===== config.mk =====
export PLATFORM = sky130hd
export DESIGN_NAME = rtc_i2c_core
export DESIGN_NICKNAME = d
export VERILOG_FILES = /design/src/inc/rtc_pkg.sv /design/src/design/rtc_i2c_core.sv
export SDC_FILE = /design/constraint.sdc
export NUM_CORES = 1
export LEC_CHECK = 0
export BUFFER_PORTS_ARGS = -buffer_cell sky130_fd_sc_hd__buf_2
export CAP_MARGIN = 10
export CORE_ASPECT_RATIO = 2
export CORE_UTILIZATION = 60
export DETAILED_ROUTE_END_ITERATION = 12
export GPL_TIMING_DRIVEN = 0
export PLACE_DENSITY = 0.89
export SETUP_SLACK_MARGIN = 0.05
export SYNTH_ARGS = -nofsm -noshare
export SYNTH_HDL_FRONTEND = slang
export SYNTH_SLANG_ARGS = --single-unit

===== constraint.sdc =====
create_clock -name core_clk -period 3.1 [get_ports core_clk]
set_input_delay 0.155 -clock core_clk [delete_from_list [all_inputs] [get_ports core_clk]]
set_output_delay 0.155 -clock core_clk [all_outputs]
set_load 0.01 [all_outputs]

===== src/inc/rtc_pkg.sv =====
// ----------------------------------------------------------------------------
// Shared constants and types for the real-time clock with an I2C slave port.
// ----------------------------------------------------------------------------
package rtc_pkg;

    // Own 7-bit bus address of the device; the value is arbitrary.
    localparam logic [6:0] SLAVE_ADDR = 7'h32;

    // Register indexes as seen over the serial bus.
    localparam logic [3:0] IDX_SEC = 4'h0;
    localparam logic [3:0] IDX_MIN = 4'h1;
    localparam logic [3:0] IDX_HOUR = 4'h2;
    localparam logic [3:0] IDX_ALARM0 = 4'h3;
    localparam logic [3:0] IDX_TIMER0 = 4'h6;
    localparam logic [3:0] IDX_EXT = 4'h8;
    localparam logic [3:0] IDX_FLAG = 4'h9;
    localparam logic [3:0] IDX_CTRL = 4'ha;
    localparam logic [3:0] IDX_IOCUT = 4'hb;
    localparam int REG_COUNT = 12;
    localparam logic [3:0] IDX_LAST = 4'hb;

    // Field positions.
    localparam int EXT_TMR_EN_BIT = 4;
    localparam int EXT_TEST_BIT = 7;
    localparam int FLAG_LOSS_BIT = 1;
    localparam int CTRL_STOP_BIT = 0;
    localparam int CTRL_ALM_EN_BIT = 3;
    localparam int CTRL_TMR_EN_BIT = 4;
    localparam int CTRL_UPD_EN_BIT = 5;
    localparam int IOCUT_EN_BIT = 4;

    // Values after reset.
    localparam logic [7:0] REG_RESET = 8'h00;
    localparam logic LOSS_RESET = 1'b1;

    // Time limits in BCD.
    localparam logic [7:0] SEC_MAX = 8'h59;
    localparam logic [7:0] MIN_MAX = 8'h59;
    localparam logic [7:0] HOUR_MAX = 8'h23;

    // Crystal-derived tick arrives at 1024 Hz; one second ends on the tick that finds this count.
    localparam logic [9:0] PRESC_LAST = 10'h3ff;

    // Bit count of one serial byte.
    localparam logic [3:0] BYTE_BITS = 4'h8;

    // APB byte offsets.
    localparam logic [11:0] APB_STATUS = 12'h000;
    localparam logic [11:0] APB_CMD = 12'h004;
    localparam logic [11:0] APB_TIME = 12'h008;
    localparam int CMD_SWRST_BIT = 0;

    typedef struct packed {
        logic [7:0] hour;
        logic [7:0] min;
        logic [7:0] sec;
    } time_s;

    typedef struct packed {
        logic xfer_busy;
        logic carry_pending;
        logic stop;
        logic osc_running;
        logic osc_loss_flag;
    } status_s;

endpackage : rtc_pkg


===== src/design/rtc_i2c_core.sv =====
// Our own choices: the APB interface to the registers and the address map.
`timescale 1ns/1ps
// Function
// [RULE_01] Host writes every reserved bit with its fixed value at initialization.
// [RULE_02] Oscillation-loss flag stays 1 despite clearing writes until oscillation runs.
// [RULE_03] Host programs backup I/O cut enable only after oscillation has started.
// [RULE_04] Host writes alarm, timer and update interrupt enables as 0 at initialization.
// [RULE_05] Host writes the test bit and periodic timer enable as 0.
// [RULE_06] Alarm registers serve as plain storage when the alarm is unused.
// [RULE_07] Timer counter registers serve as plain storage when the timer is unused.
// [RULE_08] Host writes the stop bit 0 at the end of initialization.
// [RULE_09] Host waits 40ms after supply rise and clears the loss flag later.
// [RULE_10] Host performs a dummy read when power-on reset conditions failed.
// [RULE_11] A software reset sets the oscillation-loss flag to 1 again.
// [RULE_12] Stop bit 1 suspends counting; writing 0 resumes from the written values.
// [RULE_13] Writing seconds without the stop bit restarts the clock at that moment.
// [RULE_14] During a transfer the time is frozen; held carries apply at its end.
// [RULE_15] Host should access clock registers in one auto-increment burst.
// [RULE_16] Host completes each transfer from START to STOP within 0.95 seconds.
// [RULE_17] Both lines are left released high when no transfer runs.
// [RULE_18] After START, data moves in 8-bit units with no byte limit.
// [RULE_19] START is SDA falling with SCL high; STOP is SDA rising with SCL high.
// [RULE_20] A START before any STOP is taken as a repeated START.
// [RULE_21] The first byte after START holds the slave address and direction.
// [RULE_22] Only a matching address is answered; otherwise the bus is ignored.
// [RULE_23] SCL and SDA are only pulled low or released, forming a wired-AND.
// [RULE_24] Each byte is followed by a ninth clock carrying acknowledge.
module rtc_i2c_core (
    input wire logic core_clk,
    input wire logic rst_n,
    input wire logic ce,
    input wire logic osc_running,
    input wire logic osc_tick,
    input wire logic scl_in,
    input wire logic sda_in,
    output logic sda_out,
    output logic sda_oe,
    input wire logic psel,
    input wire logic penable,
    input wire logic pwrite,
    input wire logic [11:0] paddr,
    input wire logic [31:0] pwdata,
    output logic [31:0] prdata,
    output logic pready,
    output logic pslverr
);

    typedef enum logic [2:0] {S_IDLE, S_RX, S_RX_ACK, S_TX, S_TX_ACK} bus_state_e;

    // ------------------------------------------------------------------------
    // Helper functions
    // ------------------------------------------------------------------------
    // BCD increment with wrap at a limit; bit 8 reports the wrap as carry.
    function automatic logic [8:0] bcd_inc(input logic [7:0] v, input logic [7:0] maxv);
        logic [8:0] r;
        if (v == maxv)
            r = {1'b1, 8'h00};
        else if (v[3:0] == 4'h9)
            r = {1'b0, v[7:4] + 4'h1, 4'h0};
        else
            r = {1'b0, v[7:4], v[3:0] + 4'h1};
        return r;
    endfunction : bcd_inc

    // Register pointer auto-increment, cyclic over the implemented map.
    function automatic logic [3:0] ptr_inc(input logic [3:0] p);
        logic [3:0] r;
        r = (p >= rtc_pkg::IDX_LAST) ? 4'h0 : p + 4'h1;
        return r;
    endfunction : ptr_inc

    logic [7:0] regs [rtc_pkg::REG_COUNT];
    logic scl_m, scl_s, scl_d, sda_m, sda_s, sda_d;
    logic osc_m, osc_run_s, tick_m, tick_s, tick_d;
    bus_state_e st_reg;
    logic [7:0] shift_reg;
    logic [3:0] bitcnt_reg;
    logic [3:0] ptr_reg;
    logic first_reg, ptr_load_reg, rw_reg, ack_ok_reg, busy_reg;
    logic wr_en_reg;
    logic [3:0] wr_idx_reg;
    logic [7:0] wr_data_reg;
    logic loss_reg, swrst_reg, adv_reg, pend_reg;
    logic [9:0] presc_reg;
    logic [7:0] rd_byte;
    logic scl_rise, scl_fall, start_det, stop_det, tick_rise, stop_bit, sec_wr;
    logic [8:0] sec_n, min_n, hour_n;

    // ------------------------------------------------------------------------
    // Input synchronisers
    // ------------------------------------------------------------------------
    // Every pin passes two flops; a third stage gives the previous value for edges.
    always_ff @(posedge core_clk or negedge rst_n)
    begin
        if (!rst_n)
        begin
            {scl_m, scl_s, scl_d} <= 3'b111;
            {sda_m, sda_s, sda_d} <= 3'b111;
            {osc_m, osc_run_s} <= 2'b00;
            {tick_m, tick_s, tick_d} <= 3'b000;
        end
        else if (ce)
        begin
            {scl_m, scl_s, scl_d} <= {scl_in, scl_m, scl_s};
            {sda_m, sda_s, sda_d} <= {sda_in, sda_m, sda_s};
            {osc_m, osc_run_s} <= {osc_running, osc_m};
            {tick_m, tick_s, tick_d} <= {osc_tick, tick_m, tick_s};
        end
    end

    assign scl_rise = scl_s & ~scl_d;
    assign scl_fall = ~scl_s & scl_d;
    assign start_det = scl_s & scl_d & sda_d & ~sda_s; // [RULE_19]
    assign stop_det = scl_s & scl_d & ~sda_d & sda_s; // [RULE_19]
    assign tick_rise = tick_s & ~tick_d;
    assign stop_bit = regs[rtc_pkg::IDX_CTRL][rtc_pkg::CTRL_STOP_BIT];
    assign sec_wr = wr_en_reg && (wr_idx_reg == rtc_pkg::IDX_SEC);

    // Read view of the register map; the flag register shows the live loss flag.
    always_comb
    begin
        rd_byte = 8'h00;
        if (ptr_reg <= rtc_pkg::IDX_LAST)
            rd_byte = regs[ptr_reg];
        if (ptr_reg == rtc_pkg::IDX_FLAG)
            rd_byte[rtc_pkg::FLAG_LOSS_BIT] = loss_reg;
    end

    // ------------------------------------------------------------------------
    // Serial slave
    // ------------------------------------------------------------------------
    // Bit engine: shifts in on SCL rise, shifts out and changes SDA only on SCL fall.
    always_ff @(posedge core_clk or negedge rst_n)
    begin
        if (!rst_n)
        begin
            st_reg <= S_IDLE;
            shift_reg <= 8'h00;
            bitcnt_reg <= 4'h0;
            ptr_reg <= 4'h0;
            first_reg <= 1'b0;
            ptr_load_reg <= 1'b0;
            rw_reg <= 1'b0;
            ack_ok_reg <= 1'b0;
            sda_oe <= 1'b0;
            wr_en_reg <= 1'b0;
            wr_idx_reg <= 4'h0;
            wr_data_reg <= 8'h00;
            sda_out <= 1'b0;
        end
        else if (ce)
        begin
            wr_en_reg <= 1'b0;
            // The device never drives a high level, it only pulls low.
            sda_out <= 1'b0; // [RULE_23]
            if (start_det)
            begin
                // A START in any state, repeated or not, opens an address byte.
                st_reg <= S_RX; // [RULE_20] [RULE_21]
                bitcnt_reg <= 4'h0;
                first_reg <= 1'b1;
                sda_oe <= 1'b0;
            end
            else if (stop_det)
            begin
                st_reg <= S_IDLE; // [RULE_17]
                sda_oe <= 1'b0;
            end
            else
            begin
                unique case (st_reg)
                    S_IDLE:
                    begin
                        sda_oe <= 1'b0; // [RULE_17]
                    end
                    S_RX:
                    begin
                        if (scl_rise)
                        begin
                            shift_reg <= {shift_reg[6:0], sda_s};
                            bitcnt_reg <= bitcnt_reg + 4'h1;
                        end
                        else if (scl_fall && bitcnt_reg == rtc_pkg::BYTE_BITS) // [RULE_18]
                        begin
                            bitcnt_reg <= 4'h0;
                            if (first_reg)
                            begin
                                first_reg <= 1'b0;
                                if (shift_reg[7:1] == rtc_pkg::SLAVE_ADDR) // [RULE_22]
                                begin
                                    rw_reg <= shift_reg[0]; // [RULE_21]
                                    ptr_load_reg <= ~shift_reg[0];
                                    sda_oe <= 1'b1; // [RULE_24]
                                    st_reg <= S_RX_ACK;
                                end
                                else
                                    st_reg <= S_IDLE; // [RULE_22]
                            end
                            else
                            begin
                                sda_oe <= 1'b1; // [RULE_24]
                                st_reg <= S_RX_ACK;
                                if (ptr_load_reg)
                                begin
                                    ptr_reg <= shift_reg[3:0];
                                    ptr_load_reg <= 1'b0;
                                end
                                else
                                begin
                                    wr_en_reg <= 1'b1;
                                    wr_idx_reg <= ptr_reg;
                                    wr_data_reg <= shift_reg;
                                    ptr_reg <= ptr_inc(ptr_reg);
                                end
                            end
                        end
                    end
                    S_RX_ACK, S_TX_ACK:
                    begin
                        if (scl_rise && st_reg == S_TX_ACK)
                            ack_ok_reg <= ~sda_s; // [RULE_24]
                        else if (scl_fall)
                        begin
                            if (st_reg == S_RX_ACK && !rw_reg)
                            begin
                                sda_oe <= 1'b0;
                                st_reg <= S_RX;
                            end
                            else if (st_reg == S_RX_ACK || ack_ok_reg)
                            begin
                                // Load the next byte and put its first bit out now.
                                shift_reg <= rd_byte;
                                ptr_reg <= ptr_inc(ptr_reg);
                                sda_oe <= ~rd_byte[7]; // [RULE_23]
                                st_reg <= S_TX;
                            end
                            else
                            begin
                                sda_oe <= 1'b0;
                                st_reg <= S_IDLE;
                            end
                        end
                    end
                    S_TX:
                    begin
                        if (scl_rise)
                            bitcnt_reg <= bitcnt_reg + 4'h1;
                        else if (scl_fall)
                        begin
                            if (bitcnt_reg == rtc_pkg::BYTE_BITS) // [RULE_18]
                            begin
                                bitcnt_reg <= 4'h0;
                                sda_oe <= 1'b0;
                                st_reg <= S_TX_ACK;
                            end
                            else
                            begin
                                shift_reg <= {shift_reg[6:0], 1'b0};
                                sda_oe <= ~shift_reg[6]; // [RULE_23]
                            end
                        end
                    end
                endcase
            end
        end
    end

    // Transfer window from START to STOP; freezes the visible time.
    always_ff @(posedge core_clk or negedge rst_n)
    begin
        if (!rst_n)
            busy_reg <= 1'b0;
        else if (ce)
        begin
            if (start_det)
                busy_reg <= 1'b1; // [RULE_14]
            else if (stop_det)
                busy_reg <= 1'b0; // [RULE_14]
        end
    end

    // ------------------------------------------------------------------------
    // Timekeeping
    // ------------------------------------------------------------------------
    // One second carry is held while busy; transfers are short enough for one.
    always_ff @(posedge core_clk or negedge rst_n)
    begin
        if (!rst_n)
        begin
            presc_reg <= 10'h000;
            pend_reg <= 1'b0;
            adv_reg <= 1'b0;
        end
        else if (ce)
        begin
            adv_reg <= 1'b0;
            if (swrst_reg || sec_wr)
            begin
                presc_reg <= 10'h000; // [RULE_13]
                pend_reg <= 1'b0;
            end
            else if (stop_bit)
                presc_reg <= 10'h000; // [RULE_12]
            else if (pend_reg && !busy_reg)
            begin
                adv_reg <= 1'b1; // [RULE_14]
                pend_reg <= 1'b0;
            end
            else if (tick_rise)
            begin
                presc_reg <= presc_reg + 10'h001;
                if (presc_reg == rtc_pkg::PRESC_LAST)
                begin
                    if (busy_reg)
                        pend_reg <= 1'b1; // [RULE_14]
                    else
                        adv_reg <= 1'b1;
                end
            end
        end
    end

    assign sec_n = bcd_inc(regs[rtc_pkg::IDX_SEC], rtc_pkg::SEC_MAX);
    assign min_n = bcd_inc(regs[rtc_pkg::IDX_MIN], rtc_pkg::MIN_MAX);
    assign hour_n = bcd_inc(regs[rtc_pkg::IDX_HOUR], rtc_pkg::HOUR_MAX);

    // Register file: software reset, then bus writes, then the second advance.
    always_ff @(posedge core_clk or negedge rst_n)
    begin
        if (!rst_n)
        begin
            for (int i = 0; i < rtc_pkg::REG_COUNT; i++)
                regs[i] <= rtc_pkg::REG_RESET;
        end
        else if (ce)
        begin
            if (swrst_reg)
            begin
                for (int i = 0; i < rtc_pkg::REG_COUNT; i++)
                    regs[i] <= rtc_pkg::REG_RESET;
            end
            else if (wr_en_reg && wr_idx_reg <= rtc_pkg::IDX_LAST)
                regs[wr_idx_reg] <= wr_data_reg; // [RULE_06] [RULE_07] [RULE_12]
            else if (adv_reg && !stop_bit && !busy_reg)
            begin
                regs[rtc_pkg::IDX_SEC] <= sec_n[7:0];
                if (sec_n[8])
                    regs[rtc_pkg::IDX_MIN] <= min_n[7:0];
                if (sec_n[8] && min_n[8])
                    regs[rtc_pkg::IDX_HOUR] <= hour_n[7:0];
            end
            // Without oscillation the I/O cut enable cannot hold a 1.
            if (!osc_run_s)
                regs[rtc_pkg::IDX_IOCUT][rtc_pkg::IOCUT_EN_BIT] <= 1'b0; // [RULE_03]
        end
    end

    // Loss flag: setting by a stopped crystal or reset wins over a clearing write.
    always_ff @(posedge core_clk or negedge rst_n)
    begin
        if (!rst_n)
            loss_reg <= rtc_pkg::LOSS_RESET;
        else if (ce)
        begin
            if (swrst_reg)
                loss_reg <= 1'b1; // [RULE_11]
            else if (!osc_run_s)
                loss_reg <= 1'b1; // [RULE_02]
            else if (wr_en_reg && wr_idx_reg == rtc_pkg::IDX_FLAG
                     && !wr_data_reg[rtc_pkg::FLAG_LOSS_BIT])
                loss_reg <= 1'b0;
        end
    end

    // ------------------------------------------------------------------------
    // APB slave
    // ------------------------------------------------------------------------
    // One wait state: pready rises in the second access cycle, data registered.
    always_ff @(posedge core_clk or negedge rst_n)
    begin
        if (!rst_n)
        begin
            prdata <= 32'h0000_0000;
            pready <= 1'b0;
            pslverr <= 1'b0;
            swrst_reg <= 1'b0;
        end
        else if (ce)
        begin
            pready <= 1'b0;
            pslverr <= 1'b0;
            swrst_reg <= 1'b0;
            if (psel && penable && !pready)
            begin
                pready <= 1'b1;
                prdata <= 32'h0000_0000;
                unique case (paddr)
                    rtc_pkg::APB_STATUS:
                        prdata <= {27'h0, rtc_pkg::status_s'({busy_reg, pend_reg, stop_bit,
                                                              osc_run_s, loss_reg})};
                    rtc_pkg::APB_TIME:
                        prdata <= {8'h00, rtc_pkg::time_s'({regs[rtc_pkg::IDX_HOUR],
                                   regs[rtc_pkg::IDX_MIN], regs[rtc_pkg::IDX_SEC]})};
                    rtc_pkg::APB_CMD:
                        swrst_reg <= pwrite & pwdata[rtc_pkg::CMD_SWRST_BIT];
                    default:
                        pslverr <= 1'b1;
                endcase
            end
        end
    end
endmodule : rtc_i2c_core


# ---- After elaboration in Yosys (flattened, before gate mapping)
# Index checks and enable logic that the tools add are counted.
# W data, S select, Z words.
dict set report classes {
  n_addsub 9
  multipliers 0
  div 0
  magnitude_cmp 6
  eq_ne 46
  shift 0
  muxes 117
  n_bitwise 24
  n_reduce_logical 67
}
# op n
set op_table {}
lappend op_table {{$mux W8} 18}
lappend op_table {{$bwmux W96} 1}
lappend op_table {{$mux W96} 1}
lappend op_table {{$mux W72} 1}
lappend op_table {{$mux W4} 16}
lappend op_table {{$mux W1} 51}
lappend op_table {{$mux W24} 2}
lappend op_table {{$pmux W24 S2} 1}
lappend op_table {{$mux W10} 4}
lappend op_table {{$ne A4 B4 Y1 const B} 10}
lappend op_table {{$add A4 B1 Y4 const B} 8}
lappend op_table {{$bmux W8 S4} 1}
lappend op_table {{$demux W8 S4} 1}
lappend op_table {{$mux W3} 10}
lappend op_table {{$reduce_bool A3 Y1} 9}
lappend op_table {{$eq A4 B4 Y1 const B} 6}
lappend op_table {{$ne A2 B2 Y1 const B} 12}
lappend op_table {{$pmux W8 S3} 1}
lappend op_table {{$reduce_and A8 Y1} 3}
lappend op_table {{$mux W9} 2}
lappend op_table {{$eq A8 B7 Y1 const B} 2}
lappend op_table {{$pmux W4 S2} 2}
lappend op_table {{$reduce_and A5 Y1} 3}
lappend op_table {{$logic_and A1 B1 Y1} 14}
lappend op_table {{other kinds (41)} 90}
dict set report totals {
  ff_bits 193
  latchBits 0
  ram_bits 0
  mem_bits_ro 0
  inputBits 54
  out_inout_bits 36
  word_cells 317
  memories 0
}

# ---- Depth between registers and ports, before layout
# Gate-level depths: netlist (run 1).
dict set report logic_depth {
  ltp_word 13
  ltp_mapped 9
  mapped_depth_nobuf 7
}

# ---- Least setup slack after synthesis (run 1)
# Ideal clock, no wire load.
dict set report synth_path {
  path_type {register to register}
  startpoint {register scl_d}
  endpoint {register wr_data_reg[1]}
  setup_ps 125
  t_arrival_ps 2047
  required_time_ps 2975
  setup_slack_ps 928
  stages_incl_launch_ff 10
  synth_period_minus_slack_ps 2172
  path_cell_list {dfstp_2 -> inv_1 -> ha_1 -> nand2b_1 -> nor4_2 -> nand3_1 -> or3_1 -> buf_2 -> buf_6 -> mux2_2}
}
dict set report synth_between {
  elab_chain_len 5
  word_cells_on_any_way 13
}
# element line
set synth_lines {}
lappend synth_lines {{start, declared} rtc_i2c_core.sv:73} ;# logic scl_m, scl_s, scl_d, sda_m, sda_s, sda_d;
lappend synth_lines {{start signal, assigned} rtc_i2c_core.sv:104} ;# {scl_m, scl_s, scl_d} <= {scl_in, scl_m, scl_s};
lappend synth_lines {{$and A1 B1 Y1} {rtc_i2c_core.sv:113, rtc_i2c_core.sv:114}}
lappend synth_lines {{$and A1 B1 Y1, on equally long branches (2 in series)} {rtc_i2c_core.sv:114, rtc_i2c_core.sv:113}}
lappend synth_lines {{$not A1 Y1 (no source line)} --}
lappend synth_lines {{$reduce_and A8 Y1 (no source line) *} --}
lappend synth_lines {{end signal, assigned} rtc_i2c_core.sv:212} ;# wr_data_reg <= shift_reg;
lappend synth_lines {{end, declared} rtc_i2c_core.sv:82} ;# logic [7:0] wr_data_reg;
# Every way passes the cells marked *; elsewhere a longest branch is shown, timed or not.
# A chain may end at the register's enable or synchronous reset.

# ---- Worst setup path after layout (run 1)
dict set report layout_path {
  startpoint {register ptr_reg[0]}
  endpoint {register shift_reg[3]}
}
dict set report layout_between {
  elab_chain_len 10
  word_cells_on_any_way 11
}
# element line
set layout_lines {}
lappend layout_lines {{start, declared} rtc_i2c_core.sv:78} ;# logic [3:0] ptr_reg;
lappend layout_lines {{start signal, assigned} rtc_i2c_core.sv:205} ;# ptr_reg <= shift_reg[3:0];
lappend layout_lines {{start signal, assigned} rtc_i2c_core.sv:213} ;# ptr_reg <= ptr_inc(ptr_reg);
lappend layout_lines {{start signal, assigned} rtc_i2c_core.sv:233} ;# ptr_reg <= ptr_inc(ptr_reg);
lappend layout_lines {{$not A4 Y5 (not written as such)} rtc_i2c_core.sv:124} ;# rd_byte = regs[ptr_reg];
lappend layout_lines {{$bmux W8 S4} rtc_i2c_core.sv:124}
lappend layout_lines {{$mux W8 (not written as such) (2 in series)} rtc_i2c_core.sv:124}
lappend layout_lines {{$mux W8 *} rtc_i2c_core.sv:123} ;# if (ptr_reg <= rtc_pkg::IDX_LAST)
lappend layout_lines {{$mux W8 *} rtc_i2c_core.sv:229} ;# else if (st_reg == S_RX_ACK || ack_ok_reg)
lappend layout_lines {{$mux W8 *} rtc_i2c_core.sv:224} ;# if (st_reg == S_RX_ACK && !rw_reg)
lappend layout_lines {{$mux W8 *} rtc_i2c_core.sv:222} ;# else if (scl_fall)
lappend layout_lines {{$mux W8 *} rtc_i2c_core.sv:220} ;# if (scl_rise && st_reg == S_TX_ACK)
lappend layout_lines {{$pmux W8 S3 *} rtc_i2c_core.sv:171} ;# unique case (st_reg)
lappend layout_lines {{end signal, assigned} rtc_i2c_core.sv:180} ;# shift_reg <= {shift_reg[6:0], sda_s};
lappend layout_lines {{end signal, assigned} rtc_i2c_core.sv:232} ;# shift_reg <= rd_byte;
lappend layout_lines {{end signal, assigned} rtc_i2c_core.sv:258} ;# shift_reg <= {shift_reg[6:0], 1'b0};
lappend layout_lines {{end, declared} rtc_i2c_core.sv:76} ;# logic [7:0] shift_reg;
# Every way passes the cells marked *; elsewhere a longest branch is shown, timed or not. The select of a mux whose other input is x is not followed.

==> impl_metrics.ini, run 1 <==
[run_status]
outcome = completed

[floorplanning]
start_util_pct = 61.4
core_area_mm2 = 0.0167
die_h_um = 187
ios = 90
die-area_mm2 = 0.0176
rows = 67
die_w_um = 94.4

[detailed_routing]
wl_um = 31400
wire_per_inst_um = 24.5
firstDrtPassIters = 7
drt-vias-per-instance = 7.17
antenna_left = 0
drt-initial-drc-count = 883
vias = 9203
drc = 0

[cts]
clk_pin_slew_ns = 0.07
tritoncts = built
cts_buffers = 17
root_buffer = clkbuf_16
cts_buffer_depth = 2
htreeDepth = 4
clk_latency_ns = 0.44
cts.sinks = 185
post_cts_buffers = 0

[sta]
finalHoldViolCount = 0
period_share_pct = 93.8
fin_skew_ns = 0.00894
timing.fmax_mhz = 344
setup_viol = 0
max_slew_margin_pct = 32.2
slew_viol_final = 0
post-route-min-period_ns = 2.91
worstMarginPinSlew_ns = 1.01
rsz0062_at_grt = false

[finish]
post-route-util_pct = 68.8
drive_above_1_share_pct = 18.0
area_growth_pct = 12.1
largest_reg_flops = 96
multi_input_area_mm2 = 0.00515
nNetsFinal = 1137
antennaDiodeCount = 0
fillers = 1236
regArea_mm2 = 0.00464

[synth]
syn-instance-count = 979
synth.distinct_cells = 83
synth_top_family_by_area = compound AO/OA/AOI/OAI gates
synth-seq-cells = 185
yosys.area_share.adder_pct = 2.44
synthXorXnorAreaFrac_pct = 0.257
synth-compound-area-share_pct = 24.9
synth.area.mux_share_pct = 9.37
syn_area_per_cell_um2 = 10.5
async_reset_ff_share_pct = 100
synth_flop_cell = dfrtp_1
ys_warn_count = 0
yosysSeqAreaShare_pct = 45.3
syn_area_mm2 = 0.0102
synth_edf_count = 0
synthSimpleGateAreaFrac_pct = 12.9

[worst_setup_path]
cp_cell_sequence = buf_2 -> buf_2 -> mux4_2 -> a22oi_1 -> nand2_1 -> mux2_2
crit_required_ns = 3.43
crit_slowest_cell = mux4_2
cp.arrival_ns = 3.24
start_kind = flop
crit_fanout = 10
worst_setup_path_end_kind = flop
reg2reg_setup_slack_ns = 0.19
max_stage_delay_ns = 0.57
worstSetupPathType = flop to flop
cpMostUsedCell = buf_2

[placed_design]
io_buffers = 49
gp_congestion = 1.00
dp_hpwl_um = 22600

[pwr]
power_leakage_nw = 4.90
swShare_pct = 33.3
ir_drop_mv = 0.390
power_density_mw_per_mm2 = 584
pwr-share-comb_pct = 23.9
power.total_mw = 6.70
p_switching_mw = 2.23
p_clk_share_pct = 33.5
internal_power_mw = 4.47
seqPwrFrac_pct = 42.5

[grt]
grt_max_degree = 127
antenna_found_initial = 0
grt-ovfl-total = 0
grt.total_usage_pct = 37.1
grt_pass1_wl_um = 49200
grt_pass1_vias = 9216

[run]
cap_viol_max_count = 0

[worst_hold_path]
hold_class = input pin to flop
## cell usage in the layout, fill, tap and decap left out, drive strengths merged, types with 9 or more instances in the layout
master	n
a31oi	9
ha	20
buf	85
a32oi	10
nand3	24
a21oi	29
nand2	88
o21ai	65
a22oi	77
o31ai	14
mux4	23
clkbuf	66
inv	30
o2bb2ai	74
nor2	51
nor4	9
mux2	33
dfrtp	178
conb	9
## stage by stage
step	cells	TNS (ns)	setup slack [ns]	hold slack (ns)	cell area, µm²
2_1_floorplan	987	0	0.928	-0.141	10300
3_3_place_gp	1243	-181.38	-1.04	0.387	10800
3_5_place_dp	1245	0	0.233	0.117	10800
4_1_cts	1283	0	0.219	0.00735	11500
5_1_grt	1283	0	0.158	0.0322	11500
6_report	1283	0	0.191	0.0106	11500
## power groups by stage
stage / logic (mW) / registers, mW / clock network (mW)
global route: 1.74 / 2.87 / 2.33
finish: 1.60 / 2.85 / 2.25
floorplan: 1.09 / 2.80 / 0
CTS: 1.56 / 2.84 / 2.24
global placement: 1.51 / 2.87 / 0
detailed placement: 1.54 / 2.88 / 0
## routing by layer
layer	track usage [%]	part of all wire, %	up-vias
li1	-	-	3929
met1	40.6	34	4514
met2	61.2	51	564
met3	6.64	6.7	196
met4	30.3	8.8	0
met5	0	0	-
## cells by family (layout without fill, tap and decap cells)
logic type,Yosys count,in the layout
adder cells (fa/ha/maj),20,20
XOR/XNOR,3,3
multiplexers,63,63
flip-flops,185,185
AND/OR/NAND/NOR,255,255
AO/OA/AOI/OAI,345,345
buffers and inverters,107,196
other,1,9
## worst paths after layout
kind                                         from                       end  cells past startpoint
min reg2reg                prdata[20]$_DFFE_PN0P_    prdata[20]$_DFFE_PN0P_                      2
max                        ptr_reg[0]$_DFFE_PN0P_  shift_reg[3]$_DFFE_PN0P_                      6
min in group asynchronous                   rst_n      regs[44]$_DFFE_PN0P_                      2
max in group asynchronous                   rst_n       regs[4]$_DFFE_PN0P_                      3
min                                     pwdata[0]     swrst_reg$_DFFE_PN0P_                      3
max reg2reg                ptr_reg[0]$_DFFE_PN0P_  shift_reg[3]$_DFFE_PN0P_                      6
## Yosys cell counts (3+ instances only)
cell         n  area [µm²]
buf_4       12        90.1
o211ai_1     6        45.0
o32ai_1      5        43.8
nand2_1     88         330
mux2i_1      7        70.1
a21o_1       5        37.5
nor3_1       8        40.0
dfstp_2      7         184
o2bb2ai_1   74         648
o21a_1       3        22.5
mux4_2      23         518
o21ai_0     60         300
buf_6        3        33.8
nor3b_1      6        45.0
nor2_1      50         188
a31oi_1      9        56.3
a21oi_1     28         140
a32o_1       4        40.0
a211oi_1     3        22.5
mux2_2      32         360
a32oi_1     10        87.6
o31ai_1     14         105
nand2b_1     7        43.8
o22a_1       3        26.3
buf_2       14        70.1
clkbuf_1    46         173
buf_1        5        18.8
nand3_1     24         120
nor2b_1      8        50.1
or3_1        8        50.1
ha_1        20         250
a22o_1       7        61.3
or3b_2       3        26.3
a221oi_1     6        52.6
a22oi_1     77         578
nand3b_1     7        52.6
o21ai_1      4        20.0
dfrtp_1    178        4450
nor4_1       7        43.8
and3b_1      6        52.6
and3_1       6        37.5
nand4_1      6        37.5
inv_1       27         101
## repair_timing
item / 4_1_cts / 5_1_grt
gates resized for setup: 0 / 0
hold buffers: 6 / 0
hold endpoints to repair: 64 / 0
## final cells by class
class / count / area share (%)
buffer: 80 / 3.36
clock buffer: 20 / 3.98
clock inverter: 12 / 1.22
inverter: 27 / 0.883
multi-input combinational: 695 / 44.9
sequential: 185 / 40.4
tap: 207 / 2.26
timing repair buffer: 57 / 3.03
## worst max-delay path: cells and delay by family (launching register included)
family                 cells  cell delay (ns)
buffers and inverters      2             0.84
muxes                      2             0.84
DFF                        1             0.52
AOI/OAI and AO/OA          1             0.46
and+or+nand+nor            1             0.13
No activity file was read; power rests on OpenSTA's default activity.
==> run 2, diff against run 1 <==
CORE_UTILIZATION = 45   (was 60)
PLACE_DENSITY = 0.72   (was 0.89)
==> run 2 against run 1 <==
Critical path depth is the same. Maximum frequency shrank 0.42%. Register-to-register slack hardly changed. Clock power is 3% lower. Routed wire length fell by 0.18%. Via count shrank 5.6%. Clock skew about the same. Final cell count rose by 5.5%. Combinational power about the same. Largest power group unchanged. Sequential power barely moved. Non-clock buffer count increased by 2.
==> impl_metrics.ini, run 2 (synthesis results as in run 1) <==
[run_status]
outcome = completed

[sta]
period_share_pct = 94.2
setup_viol = 0
finalHoldViolCount = 0
final.setup.tns_ns = 0
max_slew_margin_pct = 36.4
worstMarginPinSlew_ns = 0.954
timing.fmax_mhz = 342
post-route-min-period_ns = 2.92
rsz0062_at_grt = false
holdWs_ns = 0.0590
fin_skew_ns = 0.00928
slew_viol_final = 0

[cts]
clk_pin_slew_ns = 0.07
cts_buffers = 17
htreeDepth = 4
root_buffer = clkbuf_16
cts_buffer_depth = 2
cts.sinks = 185
clk_latency_ns = 0.45
tritoncts = built

[finish]
layout_common_cells = dfrtp_1 (178), nand2_1 (88), a22oi_1 (77), o2bb2ai_1 (74), buf_2 (63)
layout_commonest_cell = dfrtp_1
fillers = 1990
largest_reg_flops = 96
stdcell_area_mm2 = 0.0116
area_growth_pct = 12.9
antennaDiodeCount = 0
drive_above_1_share_pct = 18.0
post-route-util_pct = 51.9
nNetsFinal = 1139

[worst_hold_path]
hold_class = input pin to flop
min-delay-start = paddr[2]
hold_path_depth = 3
hold_end = pslverr$_DFFE_PN0P_

[worst_setup_path]
r2r-end = shift_reg[4]$_DFFE_PN0P_
path_delay_family = multiplexers
r2r_start = ptr_reg[0]$_DFFE_PN0P_
cp_cell_sequence = buf_2 -> clkbuf_4 -> mux4_2 -> a22oi_1 -> nand2_1 -> mux2_2
crit_fanout = 10
cp-startpoint = ptr_reg[0]$_DFFE_PN0P_
cp.arrival_ns = 3.26
start_kind = flop
worst_setup_path_end_kind = flop
worstSetupPathType = flop to flop
crit_required_ns = 3.44
cp.buffers_inverters = 2
max_stage_delay_ns = 0.55
reg2regPathDepth = 6
crit_slowest_cell = dfrtp_1
reg2reg_setup_slack_ns = 0.18

[grt]
grt.total_usage_pct = 28.4
grt-ovfl-total = 0
antenna_found_initial = 0
grt_pass1_vias = 8951
grt_pass1_wl_um = 49400
grt_max_degree = 118

[detailed_routing]
wl_um = 31400
firstDrtPassIters = 6
vias = 8691
wire_per_inst_um = 23.2
drt-vias-per-instance = 6.42
drc = 0
antenna_left = 0
drt-initial-drc-count = 712

[placed_design]
io_buffers = 49
dp_hpwl_um = 23400
place_area_mm2 = 0.0109
gp_congestion = 0.966

[floorplanning]
die_h_um = 215
die-area_mm2 = 0.0234
rows = 77
start_util_pct = 46.0
ios = 90
die_w_um = 109
core_area_mm2 = 0.0223

[pwr]
power_leakage_nw = 4.92
ir_drop_mv = 0.443
power_density_mw_per_mm2 = 573

[run]
cap_viol_max_count = 0
-- run 2: cell count changes in the layout (fill, tap and decap cells not counted), sizes merged --
cell	previous run	this run
clkbuf	66	67
clkinvlp	5	2
clkinv	2	6
dlygate4sd3	6	7
inv	30	29
-- run 2: where the power goes --
part	internal [mW]	leakage (nW)	switching, mW
Clock	1.23	0.286	0.966
Combinational	0.626	2.16	0.957
Sequential	2.61	2.48	0.244
-- run 2: through the flow --
stage	instances	total power [mW]	worst slack, ns
global placement	1312	4.41	-1.17
floorplan	987	3.89	0.928
detailed placement	1315	4.45	0.173
CTS	1354	6.63	0.151
global route	1354	6.92	0.123
finish	1354	6.63	0.179
-- run 2: area by class of cell --
type,count,area (µm²),share of cell area [%]
Buffer,80,388,3.36
Clock buffer,20,457,3.95
Clock inverter,12,123,1.06
Inverter,27,101,0.877
Multi-Input combinational cell,695,5140,44.5
Sequential cell,185,4640,40.1
Tap cell,276,345,2.99
Timing Repair Buffer,59,363,3.14
-- run 2: metal layers --
layer | global-route usage, % | routed length [µm]
met2 | 48.0 | 16100
met5 | 0 | 0
met4 | 24.7 | 2790
met1 | 28.9 | 11000
met3 | 5.82 | 1470
-- run 2: timing repair --
action	CTS	global route
setup endpoints to repair	0	1
hold buffers	7	0
hold endpoints to repair	73	0
resized for setup	0	1
setup buffers	0	0
-- run 2: worst max-delay path by stage --
| stage | cells after the start | to | slack (ns) |
|---|---|---|---|
| global placement | 1 | st_reg[2]$_DFFE_PN0P_ | -1.17 |
| detailed placement | 6 | shift_reg[3]$_DFFE_PN0P_ | 0.17 |
| floorplan | 9 | wr_data_reg[1]$_DFFE_PN0P_ | 0.93 |
| finish | 6 | shift_reg[4]$_DFFE_PN0P_ | 0.18 |
| global route | 6 | shift_reg[4]$_DFFE_PN0P_ | 0.12 |
| CTS | 6 | shift_reg[4]$_DFFE_PN0P_ | 0.15 |
-- run 2: worst reg2reg max path: cells and delay by family, from the launching register on --
kind                   cells  cell delay [ns]
buffers and inverters      2             0.80
muxes                      2             0.82
DFF                        1             0.55
AOI/OAI and AO/OA          1             0.53
and+or+nand+nor            1             0.10
==> run 3, diff against run 2 <==
clock period = 2.7 ns   (was 3.1 ns; I/O delays follow)
==> run 3 against run 2 <==
Global-route usage hardly changed. Combinational power increased by 16%. Clock skew is essentially flat. Final cell count is essentially flat.
==> impl_metrics.ini, run 3 (synthesis results as in run 1) <==
[worst_setup_path]
r2r_start = ptr_reg[0]$_DFFE_PN0P_
reg2regPathDepth = 6
crit_slowest_cell = dfrtp_1
crit_required_ns = 3.04
cp.arrival_ns = 2.93
crit_fanout = 10
worst_setup_path_end_kind = flop
cp.buffers_inverters = 2
start_kind = flop
cp_cell_sequence = buf_4 -> buf_4 -> mux4_2 -> a22oi_2 -> nand2_1 -> mux2_2
worstSetupPathType = flop to flop
path_delay_family = multiplexers
cp-startpoint = ptr_reg[0]$_DFFE_PN0P_
max_stage_delay_ns = 0.56
path_depth = 6
cpMostUsedCell = buf_4
reg2reg_setup_slack_ns = 0.11

[finish]
antennaDiodeCount = 0
nNetsFinal = 1138
final_cells = 1353
layout_commonest_cell = dfrtp_1
drive_above_1_share_pct = 18.6
layout_common_cells = dfrtp_1 (178), nand2_1 (88), o2bb2ai_1 (74), a22oi_1 (72), buf_2 (61)
post-route-util_pct = 52.1
largest_reg_flops = 96
stdcell_area_mm2 = 0.0116
area_growth_pct = 13.2
fillers = 1988

[worst_hold_path]
min-delay-start = paddr[2]
hold_class = input pin to flop
hold_path_depth = 3

[placed_design]
place_ws_ns = -0.227
io_buffers = 49
dp_hpwl_um = 23400
dp.cells = 1315
place_area_mm2 = 0.0109
gp_congestion = 0.966

[sta]
fin_skew_ns = 0.00948
worstMarginPinSlew_ns = 0.905
period_share_pct = 95.9
timing.fmax_mhz = 386
final.setup.tns_ns = 0
holdWs_ns = 0.0413
layout_setup_ws_ns = 0.111
max_slew_margin_pct = 39.4
post-route-min-period_ns = 2.59
rsz0062_at_grt = false
slew_viol_final = 0
finalHoldViolCount = 0
setup_viol = 0

[floorplanning]
start_util_pct = 46.0
die_h_um = 215
die-area_mm2 = 0.0234
die_w_um = 109
core_area_mm2 = 0.0223
rows = 77
ios = 90

[cts]
clk_latency_ns = 0.45
root_buffer = clkbuf_16
htreeDepth = 4
clk_pin_slew_ns = 0.07
cts.sinks = 185
cts_buffer_depth = 2
cts_buffers = 17
post_cts_buffers = 0
tritoncts = built

[grt]
grt.total_usage_pct = 28.4
grt_max_degree = 118
grt_pass1_wl_um = 49500
grt_pass1_vias = 8955
antenna_found_initial = 0
grt-ovfl-total = 0

[run]
cap_viol_max_count = 0

[detailed_routing]
drt-vias-per-instance = 6.51
wl_um = 31500
vias = 8812
drc = 0
drt-initial-drc-count = 822
firstDrtPassIters = 5
wire_per_inst_um = 23.2
antenna_left = 0

[run_status]
outcome = completed

[pwr]
power_leakage_nw = 4.93
power.total_mw = 7.65
ir_drop_mv = 0.506
power_density_mw_per_mm2 = 660
==> run 3: cell count changes in the layout (fill, tap and decap cells not counted), moves of 2 or more <==
cell / before / now
clkbuf_1: 47 / 45
buf_2: 63 / 61
a22oi_1: 77 / 72
a22oi_2: 0 / 5
buf_4: 12 / 14
==> run 3: cell type report <==
type	instances	area (µm²)	area share (%)
buffer	79	390	3.37
clock buffer	20	457	3.94
clock inverter	12	123	1.06
inverter	27	101	0.874
multi-input combinational	695	5180	44.7
sequential	185	4640	40.0
tap	276	345	2.98
timing repair buffer	59	363	3.13
==> run 3: what timing repair did <==
| item | CTS | global route |
|---|---|---|
| hold buffers | 7 | 0 |
| gates cloned | 0 | 0 |
| gates resized for setup | 4 | 6 |
| setup endpoints to repair | 6 | 12 |
| endpoints found under the hold margin | 73 | 0 |
==> run 3: layer usage <==
metal  global-route usage [%]  vias to the layer above  part of all wire [%]
met2                     48.3                      365                    52
met1                     29.1                     4372                    35
met5                        0                        -                     0
met3                     5.55                      144                   4.7
li1                         -                     3931                     -
met4                     24.0                        0                   8.4
==> run 3: tightest hold or removal path: cells and delay by family <==
family	cells	cell delay, ns
buf+inv	1	0.13
compound gates	2	0.19
==> run 3: report_power, final <==
part | total [mW] | switching (mW) | internal, mW
registers | 3.29 | 0.292 | 2.99
clock network | 2.52 | 1.12 | 1.41
logic | 1.84 | 1.10 | 0.732
total | 7.65 | 2.51 | 5.13
==> run 3: path summary, 6_finish.rpt <==
check	to
min reg2reg	prdata[6]$_DFFE_PN0P_
min in group asynchronous	regs[44]$_DFFE_PN0P_
min	pslverr$_DFFE_PN0P_
max in group asynchronous	regs[1]$_DFFE_PN0P_
max reg2reg	shift_reg[4]$_DFFE_PN0P_
max	shift_reg[4]$_DFFE_PN0P_
